===== src/design/tg_consts.svh =====
// constants for the timing generator and operating mode controller
//
// Operation
// - two-stage prescaler, 21-stage divider, machine cycle counters
// - prescaler and divider cleared on reset, stop entry/exit
// - stage7 source bit: 0 fast/256, 1 slow
// - slow-run and sleep force slow clock into stage7
// - warm-up after fast stop feeds stage6 into stage7
// - machine cycle is four states S0 to S3
// - single-clock main clock from fast clock only
// - reset enters single-clock fast-run
// - idle bit halts cpu; interrupt returns fast-run
// - wake vectors if master enable, else resumes
// - clock gate stops peripherals until base-timer falling edge
// - gated fast wait exits to single fast-run
// - base-timer latch set on return if enabled
// - gated slow wait returns to slow-run, fast off
// - dual: fast cycles in fast modes, slow in slow
// - main select and fast-osc bit move between run modes
// - fast oscillator off stops and clears stages 1-6
// - dual idle returns dual-run; sleep returns slow-run
// - sleep with fast on keeps fast oscillator running
// - stop halts oscillators; stop pin releases after warm-up
// - reset release of stop returns single fast-run
`ifndef TG_CONSTS_SVH
`define TG_CONSTS_SVH

// -------------------------------------------------------------
// divider structure
// -------------------------------------------------------------
`define TG_PRESCALE_STAGES 2
`define TG_DIVIDER_STAGES 21
`define TG_LOW_STAGES 6
`define TG_MC_STATES 2'h3

// -------------------------------------------------------------
// register indices (byte address is four times the index)
// -------------------------------------------------------------
`define TG_IDX_TGC 8'h36
`define TG_IDX_SC1 8'h38
`define TG_IDX_SC2 8'h39
`define TG_IDX_STAT 8'h3F
`define TG_TGC_RESET 8'h00
`define TG_SC1_RESET 8'h00
`define TG_SC2_RESET 8'h80

// -------------------------------------------------------------
// field positions
// -------------------------------------------------------------
`define TG_TGC_DOUT_EN 7
`define TG_TGC_DOUT_SEL 6:5
`define TG_TGC_DV7 4
`define TG_TGC_BT_EN 3
`define TG_TGC_BT_SEL 2:0
`define TG_SC1_STOP 7
`define TG_SC1_LEVEL 6
`define TG_SC1_RET_SLOW 5
`define TG_SC1_WUT 3:2
`define TG_SC1_RMASK 8'hFC
`define TG_SC2_HOSC 7
`define TG_SC2_LOSC 6
`define TG_SC2_MAIN_SEL 5
`define TG_SC2_IDLE 4
`define TG_SC2_GATE 2
`define TG_SC2_RMASK 8'hF4

// -------------------------------------------------------------
// taps and warm-up counts (oscillator periods)
// -------------------------------------------------------------
`define TG_BT_TAP_TOP 5'd20
`define TG_BT_TAP_STEP 5'd2
`define TG_DOUT_TAP_TOP 5'd12
`define TG_WU_FAST0 196608
`define TG_WU_FAST1 65536
`define TG_WU_FAST2 49152
`define TG_WU_FAST3 16384
`define TG_WU_SLOW0 24576
`define TG_WU_SLOW_RUN_FAST_OFF 8192
`define TG_WU_SLOW_RUN_FAST_ON 192
`define TG_WU_SLOW3 64
`define TG_WU_W 18

`endif


===== src/design/tg_pkg.sv =====
// types shared by the timing generator files
package tg_pkg;
	// operating modes
	typedef enum logic [3:0] {
		single_fast_run, single_idle, gated_fast_wait, dual_fast_run, dual_idle,
		slow_run_fast_on, slow_run_fast_off, sleep_fast_on, sleep_fast_off,
		gated_slow_wait, stop_hold, stop_warmup
	} tg_mode_type;
	// source of divider stage seven
	typedef enum logic [1:0] {src_fast8, src_slow, src_stage6} tg_src_type;
endpackage


===== src/design/tg_divider.sv =====
// prescaler and 21-stage divider with selectable stage-seven input
`timescale 1ns/1ns
`default_nettype none
`include "tg_consts.svh"
module tg_divider import tg_pkg::*; #(
	parameter int PRE_W = `TG_PRESCALE_STAGES,
	parameter int DIV_W = `TG_DIVIDER_STAGES
) (
	input wire logic pclk, // fast clock
	input wire logic presetn, // async reset, active low
	input wire logic clear, // clears every stage
	input wire logic hold_low, // stops stages one to six
	input wire logic slow_tick, // one pulse per slow clock period
	input wire tg_src_type src, // stage seven input
	output logic [DIV_W-1:0] stages, // divider stage outputs
	output logic stage7_tick // pulse when stage seven advances
);
	logic [PRE_W-1:0] pre_reg;
	logic [`TG_LOW_STAGES-1:0] low_reg;
	logic [DIV_W-`TG_LOW_STAGES-1:0] high_reg;
	logic carry6;

	// one register per counting chain, so each chain has a single driver
	assign stages = {high_reg, low_reg};

	// stage six rolls over: fast clock divided by 2^8
	assign carry6 = !hold_low && (&pre_reg) && (&low_reg);

	// stage seven input mux
	always_comb begin
		case (src)
			src_slow: stage7_tick = slow_tick;
			src_stage6: stage7_tick = carry6;
			default: stage7_tick = carry6;
		endcase
	end

	// prescaler, held at zero while the fast oscillator is off
	always_ff @(posedge pclk or negedge presetn) begin
		if (!presetn)
			pre_reg <= '0;
		else if (clear || hold_low)
			pre_reg <= '0;
		else
			pre_reg <= pre_reg + 1'b1;
	end

	// stages one to six: held at zero, giving no output, while fast clock is off
	always_ff @(posedge pclk or negedge presetn) begin
		if (!presetn)
			low_reg <= '0;
		else if (clear || hold_low)
			low_reg <= '0;
		else if (&pre_reg)
			low_reg <= low_reg + 1'b1;
	end

	// stages seven to twenty-one
	always_ff @(posedge pclk or negedge presetn) begin
		if (!presetn)
			high_reg <= '0;
		else if (clear)
			high_reg <= '0;
		else if (stage7_tick)
			high_reg <= high_reg + 1'b1;
	end
endmodule
`default_nettype wire


===== src/design/tg_mode_ctrl.sv =====
// timing generator and operating mode controller with apb registers
`timescale 1ns/1ns
`default_nettype none
`include "tg_consts.svh"
module tg_mode_ctrl import tg_pkg::*; #(
	parameter int WU_FAST0 = `TG_WU_FAST0,
	parameter int WU_FAST1 = `TG_WU_FAST1,
	parameter int WU_FAST2 = `TG_WU_FAST2,
	parameter int WU_FAST3 = `TG_WU_FAST3,
	parameter int WU_SLOW0 = `TG_WU_SLOW0,
	parameter int WU_SLOW_RUN_FAST_OFF = `TG_WU_SLOW_RUN_FAST_OFF,
	parameter int WU_SLOW_RUN_FAST_ON = `TG_WU_SLOW_RUN_FAST_ON,
	parameter int WU_SLOW3 = `TG_WU_SLOW3
) (
	input wire logic pclk, // 10 MHz clock, also the fast clock
	input wire logic presetn, // async reset, active low
	input wire logic psel, // apb select
	input wire logic penable, // apb access phase
	input wire logic pwrite, // apb direction
	input wire logic [11:0] paddr, // apb byte address
	input wire logic [31:0] pwdata, // apb write data
	output logic [31:0] prdata, // apb read data
	output logic pready, // apb ready
	output logic pslverr, // apb error on unmapped address
	input wire logic slow_osc_in, // slow clock pin
	input wire logic stop_pin, // stop release pin, active high
	input wire logic irq_req, // any peripheral or external request
	input wire logic interrupt_master_enable, // core master enable
	input wire logic base_timer_irq_enable, // base timer individual enable
	output logic cpu_run, // core and watchdog clocked
	output logic periph_clk_on, // clock fed to peripherals
	output logic fast_osc_on, // fast oscillator enabled
	output logic slow_osc_on, // slow oscillator enabled
	output logic slow_pins_as_port, // slow oscillator pins free as ports
	output logic main_tick, // main system clock enable pulse
	output logic [1:0] mc_state, // machine cycle state S0..S3
	output logic wake_vectored, // wake pulse, interrupt will be taken
	output logic wake_resume, // wake pulse, continue after idle entry
	output logic base_timer_interrupt, // base timer latch set pulse
	output logic base_timer_service, // latch set and all enables on
	output logic divider_output, // selected divider tap
	output logic [`TG_DIVIDER_STAGES-1:0] div_stages // divider stages
);
	tg_mode_type mode_reg, run_next;
	tg_src_type src;
	logic [7:0] tgc_reg, sc1_reg, sc2_reg;
	logic slow_s1, slow_s2, slow_s3, stop_s1, stop_s2, stop_s3;
	logic slow_tick, stop_release, div_clear, hold_low, stage7_tick;
	logic bt_prev_reg, bt_fall, bt_en_latch_reg, from_fast_reg;
	logic [`TG_WU_W-1:0] wu_cnt_reg;
	logic wu_done, wu_tick, wake, in_slow, gated;
	logic wr, rd_setup, hit;
	logic [7:0] idx, rdata;

	// tap index of the base timer source, indexed by its 3-bit select
	function automatic logic [4:0] bt_tap(input logic [2:0] sel);
		bt_tap = `TG_BT_TAP_TOP - 5'(sel * `TG_BT_TAP_STEP);
	endfunction

	// warm-up length in oscillator periods
	function automatic logic [`TG_WU_W-1:0] wu_limit(input logic [1:0] sel, input logic slow);
		case ({slow, sel})
			3'h0: wu_limit = `TG_WU_W'(WU_FAST0);
			3'h1: wu_limit = `TG_WU_W'(WU_FAST1);
			3'h2: wu_limit = `TG_WU_W'(WU_FAST2);
			3'h3: wu_limit = `TG_WU_W'(WU_FAST3);
			3'h4: wu_limit = `TG_WU_W'(WU_SLOW0);
			3'h5: wu_limit = `TG_WU_W'(WU_SLOW_RUN_FAST_OFF);
			3'h6: wu_limit = `TG_WU_W'(WU_SLOW_RUN_FAST_ON);
			default: wu_limit = `TG_WU_W'(WU_SLOW3);
		endcase
	endfunction

	// -------------------------------------------------------------
	// pin synchronisers
	// -------------------------------------------------------------
	// the third stage only serves edge detection, never the first
	always_ff @(posedge pclk or negedge presetn) begin
		if (!presetn) begin
			{slow_s1, slow_s2, slow_s3} <= 3'h0;
			{stop_s1, stop_s2, stop_s3} <= 3'h0;
		end else begin
			{slow_s1, slow_s2, slow_s3} <= {slow_osc_in, slow_s1, slow_s2};
			{stop_s1, stop_s2, stop_s3} <= {stop_pin, stop_s1, stop_s2};
		end
	end
	// slow clock counts only while its oscillator is enabled
	assign slow_tick = slow_s2 && !slow_s3 && slow_osc_on;
	assign stop_release = sc1_reg[`TG_SC1_LEVEL] ? stop_s2 : (stop_s2 && !stop_s3);

	// -------------------------------------------------------------
	// apb slave, zero wait states, read data captured in setup
	// -------------------------------------------------------------
	assign idx = paddr[9:2];
	assign hit = (paddr[1:0] == 2'h0) && (paddr[11:10] == 2'h0) &&
		(idx == `TG_IDX_TGC || idx == `TG_IDX_SC1 || idx == `TG_IDX_SC2 || idx == `TG_IDX_STAT);
	assign wr = psel && penable && pwrite && hit;
	assign rd_setup = psel && !penable && !pwrite;
	assign pready = 1'b1;
	assign pslverr = psel && penable && !hit;

	// read mux; the clock select bit reads back the live main clock
	always_comb begin
		case (idx)
			`TG_IDX_TGC: rdata = tgc_reg;
			`TG_IDX_SC1: rdata = sc1_reg & `TG_SC1_RMASK;
			`TG_IDX_SC2: rdata = {sc2_reg[7:6], in_slow, sc2_reg[4:0]} & `TG_SC2_RMASK;
			`TG_IDX_STAT: rdata = 8'(mode_reg);
			default: rdata = 8'h00;
		endcase
	end

	always_ff @(posedge pclk or negedge presetn) begin
		if (!presetn)
			prdata <= 32'h0000_0000;
		else if (rd_setup)
			prdata <= {24'h00_0000, rdata};
	end

	// timing generator control register
	always_ff @(posedge pclk or negedge presetn) begin
		if (!presetn)
			tgc_reg <= `TG_TGC_RESET;
		else if (wr && idx == `TG_IDX_TGC)
			tgc_reg <= pwdata[7:0];
	end

	// system control one; the stop bit clears itself once stop is taken
	always_ff @(posedge pclk or negedge presetn) begin
		if (!presetn)
			sc1_reg <= `TG_SC1_RESET;
		else if (wr && idx == `TG_IDX_SC1)
			sc1_reg <= pwdata[7:0];
		else if (mode_reg == stop_hold)
			sc1_reg[`TG_SC1_STOP] <= 1'b0;
	end

	// system control two; idle and gate bits clear on wake,
	// fast oscillator bit clears on a return from stop to slow-run with fast off
	always_ff @(posedge pclk or negedge presetn) begin
		if (!presetn) begin
			sc2_reg <= `TG_SC2_RESET;
		end else if (wr && idx == `TG_IDX_SC2) begin
			sc2_reg <= pwdata[7:0];
		end else begin
			if (wake || (gated && bt_fall)) begin
				sc2_reg[`TG_SC2_IDLE] <= 1'b0;
				sc2_reg[`TG_SC2_GATE] <= 1'b0;
			end
			if (mode_reg == stop_warmup && wu_done && sc1_reg[`TG_SC1_RET_SLOW])
				sc2_reg[`TG_SC2_HOSC] <= 1'b0;
		end
	end

	// -------------------------------------------------------------
	// mode control
	// -------------------------------------------------------------
	assign in_slow = mode_reg inside {slow_run_fast_on, slow_run_fast_off, sleep_fast_on,
		sleep_fast_off, gated_slow_wait};
	assign gated = (mode_reg == gated_fast_wait) || (mode_reg == gated_slow_wait);
	assign wake = irq_req && (mode_reg inside {single_idle, dual_idle, sleep_fast_on,
		sleep_fast_off});

	// run mode chosen by the oscillator and clock select bits
	always_comb begin
		if (!sc2_reg[`TG_SC2_HOSC])
			run_next = slow_run_fast_off;
		else if (sc2_reg[`TG_SC2_LOSC] && sc2_reg[`TG_SC2_MAIN_SEL])
			run_next = slow_run_fast_on;
		else if (sc2_reg[`TG_SC2_LOSC])
			run_next = dual_fast_run;
		else
			run_next = single_fast_run;
	end

	always_ff @(posedge pclk or negedge presetn) begin
		if (!presetn) begin
			mode_reg <= single_fast_run;
		end else begin
			case (mode_reg)
				single_fast_run, dual_fast_run, slow_run_fast_on, slow_run_fast_off: begin
					if (sc1_reg[`TG_SC1_STOP])
						mode_reg <= stop_hold;
					else if (sc2_reg[`TG_SC2_GATE])
						mode_reg <= in_slow ? gated_slow_wait : gated_fast_wait;
					else if (sc2_reg[`TG_SC2_IDLE] && mode_reg == single_fast_run)
						mode_reg <= single_idle;
					else if (sc2_reg[`TG_SC2_IDLE] && mode_reg == dual_fast_run)
						mode_reg <= dual_idle;
					else if (sc2_reg[`TG_SC2_IDLE])
						mode_reg <= sc2_reg[`TG_SC2_HOSC] ? sleep_fast_on : sleep_fast_off;
					else
						mode_reg <= run_next;
				end
				single_idle: if (irq_req) mode_reg <= single_fast_run;
				dual_idle: if (irq_req) mode_reg <= dual_fast_run;
				sleep_fast_off: if (irq_req) mode_reg <= slow_run_fast_off;
				sleep_fast_on: if (irq_req) mode_reg <= slow_run_fast_on;
				gated_fast_wait: if (bt_fall) mode_reg <= single_fast_run;
				gated_slow_wait: if (bt_fall) mode_reg <= slow_run_fast_off;
				stop_hold: if (stop_release) mode_reg <= stop_warmup;
				stop_warmup: begin
					if (wu_done)
						mode_reg <= sc1_reg[`TG_SC1_RET_SLOW] ? slow_run_fast_off : run_next;
				end
				default: mode_reg <= single_fast_run;
			endcase
		end
	end

	// remember where stop came from, for the warm-up source
	always_ff @(posedge pclk or negedge presetn) begin
		if (!presetn)
			from_fast_reg <= 1'b1;
		else if (mode_reg != stop_hold && mode_reg != stop_warmup)
			from_fast_reg <= !in_slow;
	end

	// warm-up counter; fast return counts fast periods, slow return slow periods
	assign wu_tick = from_fast_reg ? 1'b1 : slow_tick;
	assign wu_done = wu_tick && (wu_cnt_reg >= wu_limit(sc1_reg[`TG_SC1_WUT], !from_fast_reg) - 1'b1);
	always_ff @(posedge pclk or negedge presetn) begin
		if (!presetn)
			wu_cnt_reg <= '0;
		else if (mode_reg != stop_warmup)
			wu_cnt_reg <= '0;
		else if (wu_tick)
			wu_cnt_reg <= wu_cnt_reg + 1'b1;
	end

	// -------------------------------------------------------------
	// timing generator
	// -------------------------------------------------------------
	// clear on stop entry and on release
	assign div_clear = (mode_reg == stop_hold) || (mode_reg == stop_warmup && wu_done);
	assign hold_low = !fast_osc_on || (mode_reg == stop_hold);

	always_comb begin
		if (mode_reg == stop_warmup && from_fast_reg)
			src = src_stage6;
		else if (in_slow)
			src = src_slow;
		else
			src = tgc_reg[`TG_TGC_DV7] ? src_slow : src_fast8;
	end

	tg_divider u_div (
		.pclk(pclk),
		.presetn(presetn),
		.clear(div_clear),
		.hold_low(hold_low),
		.slow_tick(slow_tick),
		.src(src),
		.stages(div_stages),
		.stage7_tick(stage7_tick)
	);

	// base timer source edge; gated waits end on its falling edge
	always_ff @(posedge pclk or negedge presetn) begin
		if (!presetn)
			bt_prev_reg <= 1'b0;
		else
			bt_prev_reg <= div_stages[bt_tap(tgc_reg[`TG_TGC_BT_SEL])];
	end
	assign bt_fall = bt_prev_reg && !div_stages[bt_tap(tgc_reg[`TG_TGC_BT_SEL])];

	// enable state captured on entry to a gated wait, whatever its value
	always_ff @(posedge pclk or negedge presetn) begin
		if (!presetn)
			bt_en_latch_reg <= 1'b0;
		else if (!gated)
			bt_en_latch_reg <= tgc_reg[`TG_TGC_BT_EN];
	end

	// -------------------------------------------------------------
	// outputs
	// -------------------------------------------------------------
	assign main_tick = in_slow ? slow_tick : (fast_osc_on && mode_reg != stop_warmup);

	// machine cycle states advance on every main clock
	always_ff @(posedge pclk or negedge presetn) begin
		if (!presetn)
			mc_state <= 2'h0;
		else if (main_tick)
			mc_state <= (mc_state == `TG_MC_STATES) ? 2'h0 : mc_state + 2'h1;
	end

	always_ff @(posedge pclk or negedge presetn) begin
		if (!presetn) begin
			wake_vectored <= 1'b0;
			wake_resume <= 1'b0;
			base_timer_interrupt <= 1'b0;
			base_timer_service <= 1'b0;
			divider_output <= 1'b0;
		end else begin
			wake_vectored <= wake && interrupt_master_enable;
			wake_resume <= wake && !interrupt_master_enable;
			base_timer_interrupt <= gated && bt_fall && bt_en_latch_reg;
			base_timer_service <= gated && bt_fall && bt_en_latch_reg && interrupt_master_enable &&
				base_timer_irq_enable && tgc_reg[`TG_TGC_BT_EN];
			divider_output <= tgc_reg[`TG_TGC_DOUT_EN] &&
				div_stages[`TG_DOUT_TAP_TOP - 5'(tgc_reg[`TG_TGC_DOUT_SEL])];
		end
	end

	assign cpu_run = mode_reg inside {single_fast_run, dual_fast_run, slow_run_fast_on,
		slow_run_fast_off};
	assign periph_clk_on = !gated && mode_reg != stop_hold && mode_reg != stop_warmup;
	assign fast_osc_on = sc2_reg[`TG_SC2_HOSC] && mode_reg != stop_hold &&
		!(mode_reg inside {sleep_fast_off, gated_slow_wait, slow_run_fast_off});
	assign slow_osc_on = sc2_reg[`TG_SC2_LOSC] && mode_reg != stop_hold;
	assign slow_pins_as_port = !sc2_reg[`TG_SC2_LOSC];

	// -------------------------------------------------------------
	// assertions
	// -------------------------------------------------------------
	property p_stop_clears;
		@(posedge pclk) disable iff (!presetn)
		(mode_reg != stop_hold) ##1 (mode_reg == stop_hold) |=> (div_stages == '0);
	endproperty
	a_stop_clears: assert property (p_stop_clears) else $error("divider not cleared in stop");

	property p_slow_src;
		@(posedge pclk) disable iff (!presetn)
		in_slow |-> (src == src_slow);
	endproperty
	a_slow_src: assert property (p_slow_src) else $error("slow mode not fed slow clock");

	property p_warm_src;
		@(posedge pclk) disable iff (!presetn)
		(mode_reg == stop_warmup && from_fast_reg) |-> (src == src_stage6) && !hold_low;
	endproperty
	a_warm_src: assert property (p_warm_src) else $error("warm-up not fed from stage six");

	property p_mc_step;
		@(posedge pclk) disable iff (!presetn)
		main_tick |=> (mc_state == 2'($past(mc_state) + 2'h1));
	endproperty
	a_mc_step: assert property (p_mc_step) else $error("machine state did not step");

	property p_idle_wake;
		@(posedge pclk) disable iff (!presetn)
		(mode_reg == single_idle && irq_req) |=> (mode_reg == single_fast_run) && cpu_run;
	endproperty
	a_idle_wake: assert property (p_idle_wake) else $error("idle did not wake to fast-run");

	property p_wake_kind;
		@(posedge pclk) disable iff (!presetn)
		wake |=> (wake_vectored == $past(interrupt_master_enable)) && (wake_resume != wake_vectored);
	endproperty
	a_wake_kind: assert property (p_wake_kind) else $error("wake kind wrong");

	property p_gate_exit;
		@(posedge pclk) disable iff (!presetn)
		(mode_reg == gated_fast_wait && bt_fall) |=> (mode_reg == single_fast_run) && periph_clk_on;
	endproperty
	a_gate_exit: assert property (p_gate_exit) else $error("gated wait exit wrong");

	property p_bt_latch;
		@(posedge pclk) disable iff (!presetn)
		(gated && bt_fall && bt_en_latch_reg) |=> base_timer_interrupt && !gated;
	endproperty
	a_bt_latch: assert property (p_bt_latch) else $error("base timer latch not set");

	property p_low_hold;
		@(posedge pclk) disable iff (!presetn)
		hold_low [*2] |-> (div_stages[`TG_LOW_STAGES-1:0] == '0);
	endproperty
	a_low_hold: assert property (p_low_hold) else $error("low stages ran with fast off");
endmodule
`default_nettype wire


===== config.mk =====
export PLATFORM = sky130hd
export DESIGN_NAME = tg_mode_ctrl
export DESIGN_NICKNAME = d
export VERILOG_FILES = /design/src/design/tg_pkg.sv /design/src/design/tg_divider.sv /design/src/design/tg_mode_ctrl.sv
export VERILOG_INCLUDE_DIRS = /design/src /design/src/design
export SDC_FILE = /design/constraint.sdc
export NUM_CORES = 1
export LEC_CHECK = 0
export BUFFER_PORTS_ARGS = -buffer_cell sky130_fd_sc_hd__buf_2
export CORE_MARGIN = 2
export CORE_UTILIZATION = 40
export CTS_BUF_LIST = sky130_fd_sc_hd__clkbuf_16
export DETAILED_ROUTE_END_ITERATION = 10
export MAX_ROUTING_LAYER = met4
export SYNTH_ARGS = -nofsm -noshare
export SYNTH_HDL_FRONTEND = slang
export SYNTH_SLANG_ARGS = --single-unit
export TNS_END_PERCENT = 20

===== constraint.sdc =====
create_clock -name pclk -period 6.1 [get_ports pclk]
set_clock_uncertainty 0.05 [all_clocks]
set_input_delay 0.915 -clock pclk [delete_from_list [all_inputs] [get_ports pclk]]
set_output_delay 0.915 -clock pclk [all_outputs]
set_load 0.01 [all_outputs]

==> results.txt <==
----------------------------------------------------
[Run status]
  Status ... finished, final reports clean

[GRT]
  Pin count of the biggest net entering global routing ... 70
  Initial antenna violation count ... 0
  Total grt overflow ... 0
  Number of global-route vias before repair ... 4004
  Total global routing track utilization ... 0.1843
  Global-route wire length before repair ... 20.32 mm

[Floorplanning]
  Starting density of the core ... 0.4056
  I/O pin cnt ... 122
  X dimension of the die ... 119.4 microns
  Die outline height ... 119.4 microns
  Die outline area ... 14260 sq um
  Placement row count ... 42
  Area of the core region ... 13140 sq um

[Power and ir drop]
  Pwr dens ... 285.0 nW/um^2
  Internal power of the cells ... 1195 uW
  Leakage power ... 0.002763 uW
  Maximum ir drop on the vdd rail ... 0.0001413 V
  Share of power burned in the clock network ... 0.368
  P_sw ... 525.8 uW
  Switching share of power ... 0.3055
  Seq pwr share ... 0.427
  Fraction of power consumed by combinational cells ... 0.206

[Worst hold path]
  Type of the worst min-delay path ... reg2reg
  Worst Hold Depth ... 0

[Cells and area]
  Number of nets in the finished design ... 704
  Flip-flop count of the largest register after layout ... 18
  Layout-stage area growth over the synthesis result ... 13.29%
  Final-layout fill cell count ... 1288
  Post-layout utilization of the core ... 0.4595
  Antenna diode instance count ... 0
  Layout cells sized above 1 ... 0.1969

[Placement]
  Input/output buffers ... 72
  Placed wire-length estimate ... 9.121 mm
  Placer Congestion ... 0.8871

[Clock network]
  Clock root buffer ... sky130_fd_sc_hd__clkbuf_16
  Post-cts repair resize count ... 0
  Hold buffers post-CTS ... 0
  Clock transition at path regs ... 70 ps
  Latest clock arrival within the worst-skew pair ... 350 ps
  Number of clock sinks ... 88
  Clock buffers created by TritonCTS ... 9
  CTS Buffer Depth ... 2
  TritonCTS clock tree ... built
  Number of buffers inserted to repair setup after CTS ... 0
  # H-tree levels ... 3

[Drt]
  Number of vias per cell after detailed routing ... 5.276
  Detailed Routing Iterations Pass 1 ... 5
  Routed wire length ... 12.55 mm
  DRC viols ... 0
  Wire length per cell after detailed routing ... 15.47 microns
  Routed vias ... 4279
  Antenna Violating Nets Remaining ... 0
  Starting DRC count in detailed routing ... 229

[Yosys]
  Dominant cell by count in the synthesized netlist ... sky130_fd_sc_hd__dfrtp_1
  Library cells used by synthesis ... 70
  Dominant cell type by area after synthesis ... sky130_fd_sc_hd__dfrtp_1
  Mean cell area of the mapped netlist ... 9.333 sq um
  Yosys top cell area share ... 0.4039
  YS warnings ... 0
  Gate count of the mapped netlist ... 571
  Cell types with the highest counts after synthesis ... sky130_fd_sc_hd__dfrtp_1, sky130_fd_sc_hd__nor2_1, sky130_fd_sc_hd__nand2_1
  Number of enable-type register cells in the synthesized netlist ... 0
  Share of synthesized area occupied by flip-flops and latches ... 0.4137
  Post-synthesis register bit count ... 88
  Synth async-reset ratio ... 1.000
  Post-synthesis instance area ... 5329 sq um
  Most common flop cell mapped by yosys ... sky130_fd_sc_hd__dfrtp_1
  Synth top area cells ... sky130_fd_sc_hd__dfrtp_1, sky130_fd_sc_hd__nor2_1, sky130_fd_sc_hd__ha_1

[Critical path]
  CP Class ... reg2out
  Worst Setup End Kind ... output port
  Critical path fanouts, max ... 24
  Slack of the worst reg-to-reg path ... 2490 ps
  Worst R2R Path Depth ... 11
  Required time of the worst setup path ... 5130 ps
  Crit start category ... flop
  Arrival time of data at the critical path endpoint ... 2940 ps

[STA]
  Fin crit period ... 3902 ps
  Final-layout setup total negative slack ... 0 ps
  Actual transition at the worst max-transition pin ... 1046 ps
  Max_slew headroom ... 0.2966
  Final slew viol count ... 0
  Highest achievable clock rate ... 0.2563 GHz
  Setup repair after global routing missed its margin ... no
  Crit share post-route ... 0.6397
  Number of failing setup endpoints in the final timing report ... 0
  Number of endpoints with negative hold slack in the final report ... 0

[Run]
  Number of maximum-capacitance violations ... 0

----------------------------------------------------
metrics by stage:
step	total power [uW]	hold slack, ps	setup slack, ps	cell area (sq um)	cells
floorplan	976.9	281.2	3029	5419	595
global placement	1089	285.9	2620	5699	795
detailed placement	1100	291.9	2478	5699	795
CTS	1737	307.0	2193	6037	811
global route	1804	317.9	1862	6037	811
finish	1721	304.8	2198	6037	811
power groups by stage:
stage          registers, uW  clock network, uW  logic [uW]
2_1_floorplan            712                  0         265
3_3_place_gp             740                  0         349
3_5_place_dp             745                  0         355
4_1_cts                  734                646         358
5_1_grt                  745                663         396
6_report                 734                632         354
layout make-up:
class                   instances  area (sq um)  area share
well taps                     176         220.2     0.03648
clock inverters                 7         112.6     0.01865
repair buffers                 74         377.9     0.06259
clock buffers                   9         225.2     0.03731
multi-input cells             435          2814      0.4661
flip-flops and latches         88          2205      0.3652
inverters                      22         82.58     0.01368
cells by family after synthesis:
kind of cell,count (synthesis),synth area share
DFF,88,0.4137
other,2,0.001409
xor gates and xnor gates,32,0.05259
and+or+nand+nor,212,0.2038
AOI/OAI and AO/OA,118,0.1465
buffers and inverters,72,0.07513
adders and majority gates,20,0.04696
muxes,27,0.05987
routing by layer:
layer  part of all wire  global-route usage  vias to the layer above
li1                   -                   -                     2097
met1               0.47              0.2486                     2037
met2               0.47              0.2841                      130
met3              0.045             0.02778                       15
met4              0.018             0.06618                        0
met5                  0                   -                        -
worst max-delay path: stages, from the launching register on:
cell and delay [ps]:
sky130_fd_sc_hd__dfrtp_1 830, sky130_fd_sc_hd__nand4b_1 860, sky130_fd_sc_hd__a31oi_1 680, sky130_fd_sc_hd__inv_1 70, sky130_fd_sc_hd__buf_2 150
final timing paths:
kind / startpoint / to
setup / recovery: mode_reg[1] / main_tick
hold / removal: stop_s1 / stop_s2
setup reg to reg: sc1_reg[3] / u_div.high_reg[0]
hold reg to reg: stop_s1 / stop_s2
max in group asynchronous: presetn / mode_reg[0]
min in group asynchronous: presetn / u_div.low_reg[5]
cell usage in the layout, fill, tap and decap left out, types with 16 or more instances in the layout:
cell type	instances
sky130_fd_sc_hd__ha_1	20
sky130_fd_sc_hd__nor2_1	68
sky130_fd_sc_hd__mux2_2	19
sky130_fd_sc_hd__dfrtp_1	86
sky130_fd_sc_hd__o21ai_0	23
sky130_fd_sc_hd__inv_1	24
sky130_fd_sc_hd__a21oi_1	38
sky130_fd_sc_hd__xnor2_1	17
sky130_fd_sc_hd__nand2_1	42
sky130_fd_sc_hd__nand3_1	16
sky130_fd_sc_hd__buf_2	71
sky130_fd_sc_hd__conb_1	26
No activity file was read; power rests on OpenSTA's default activity.
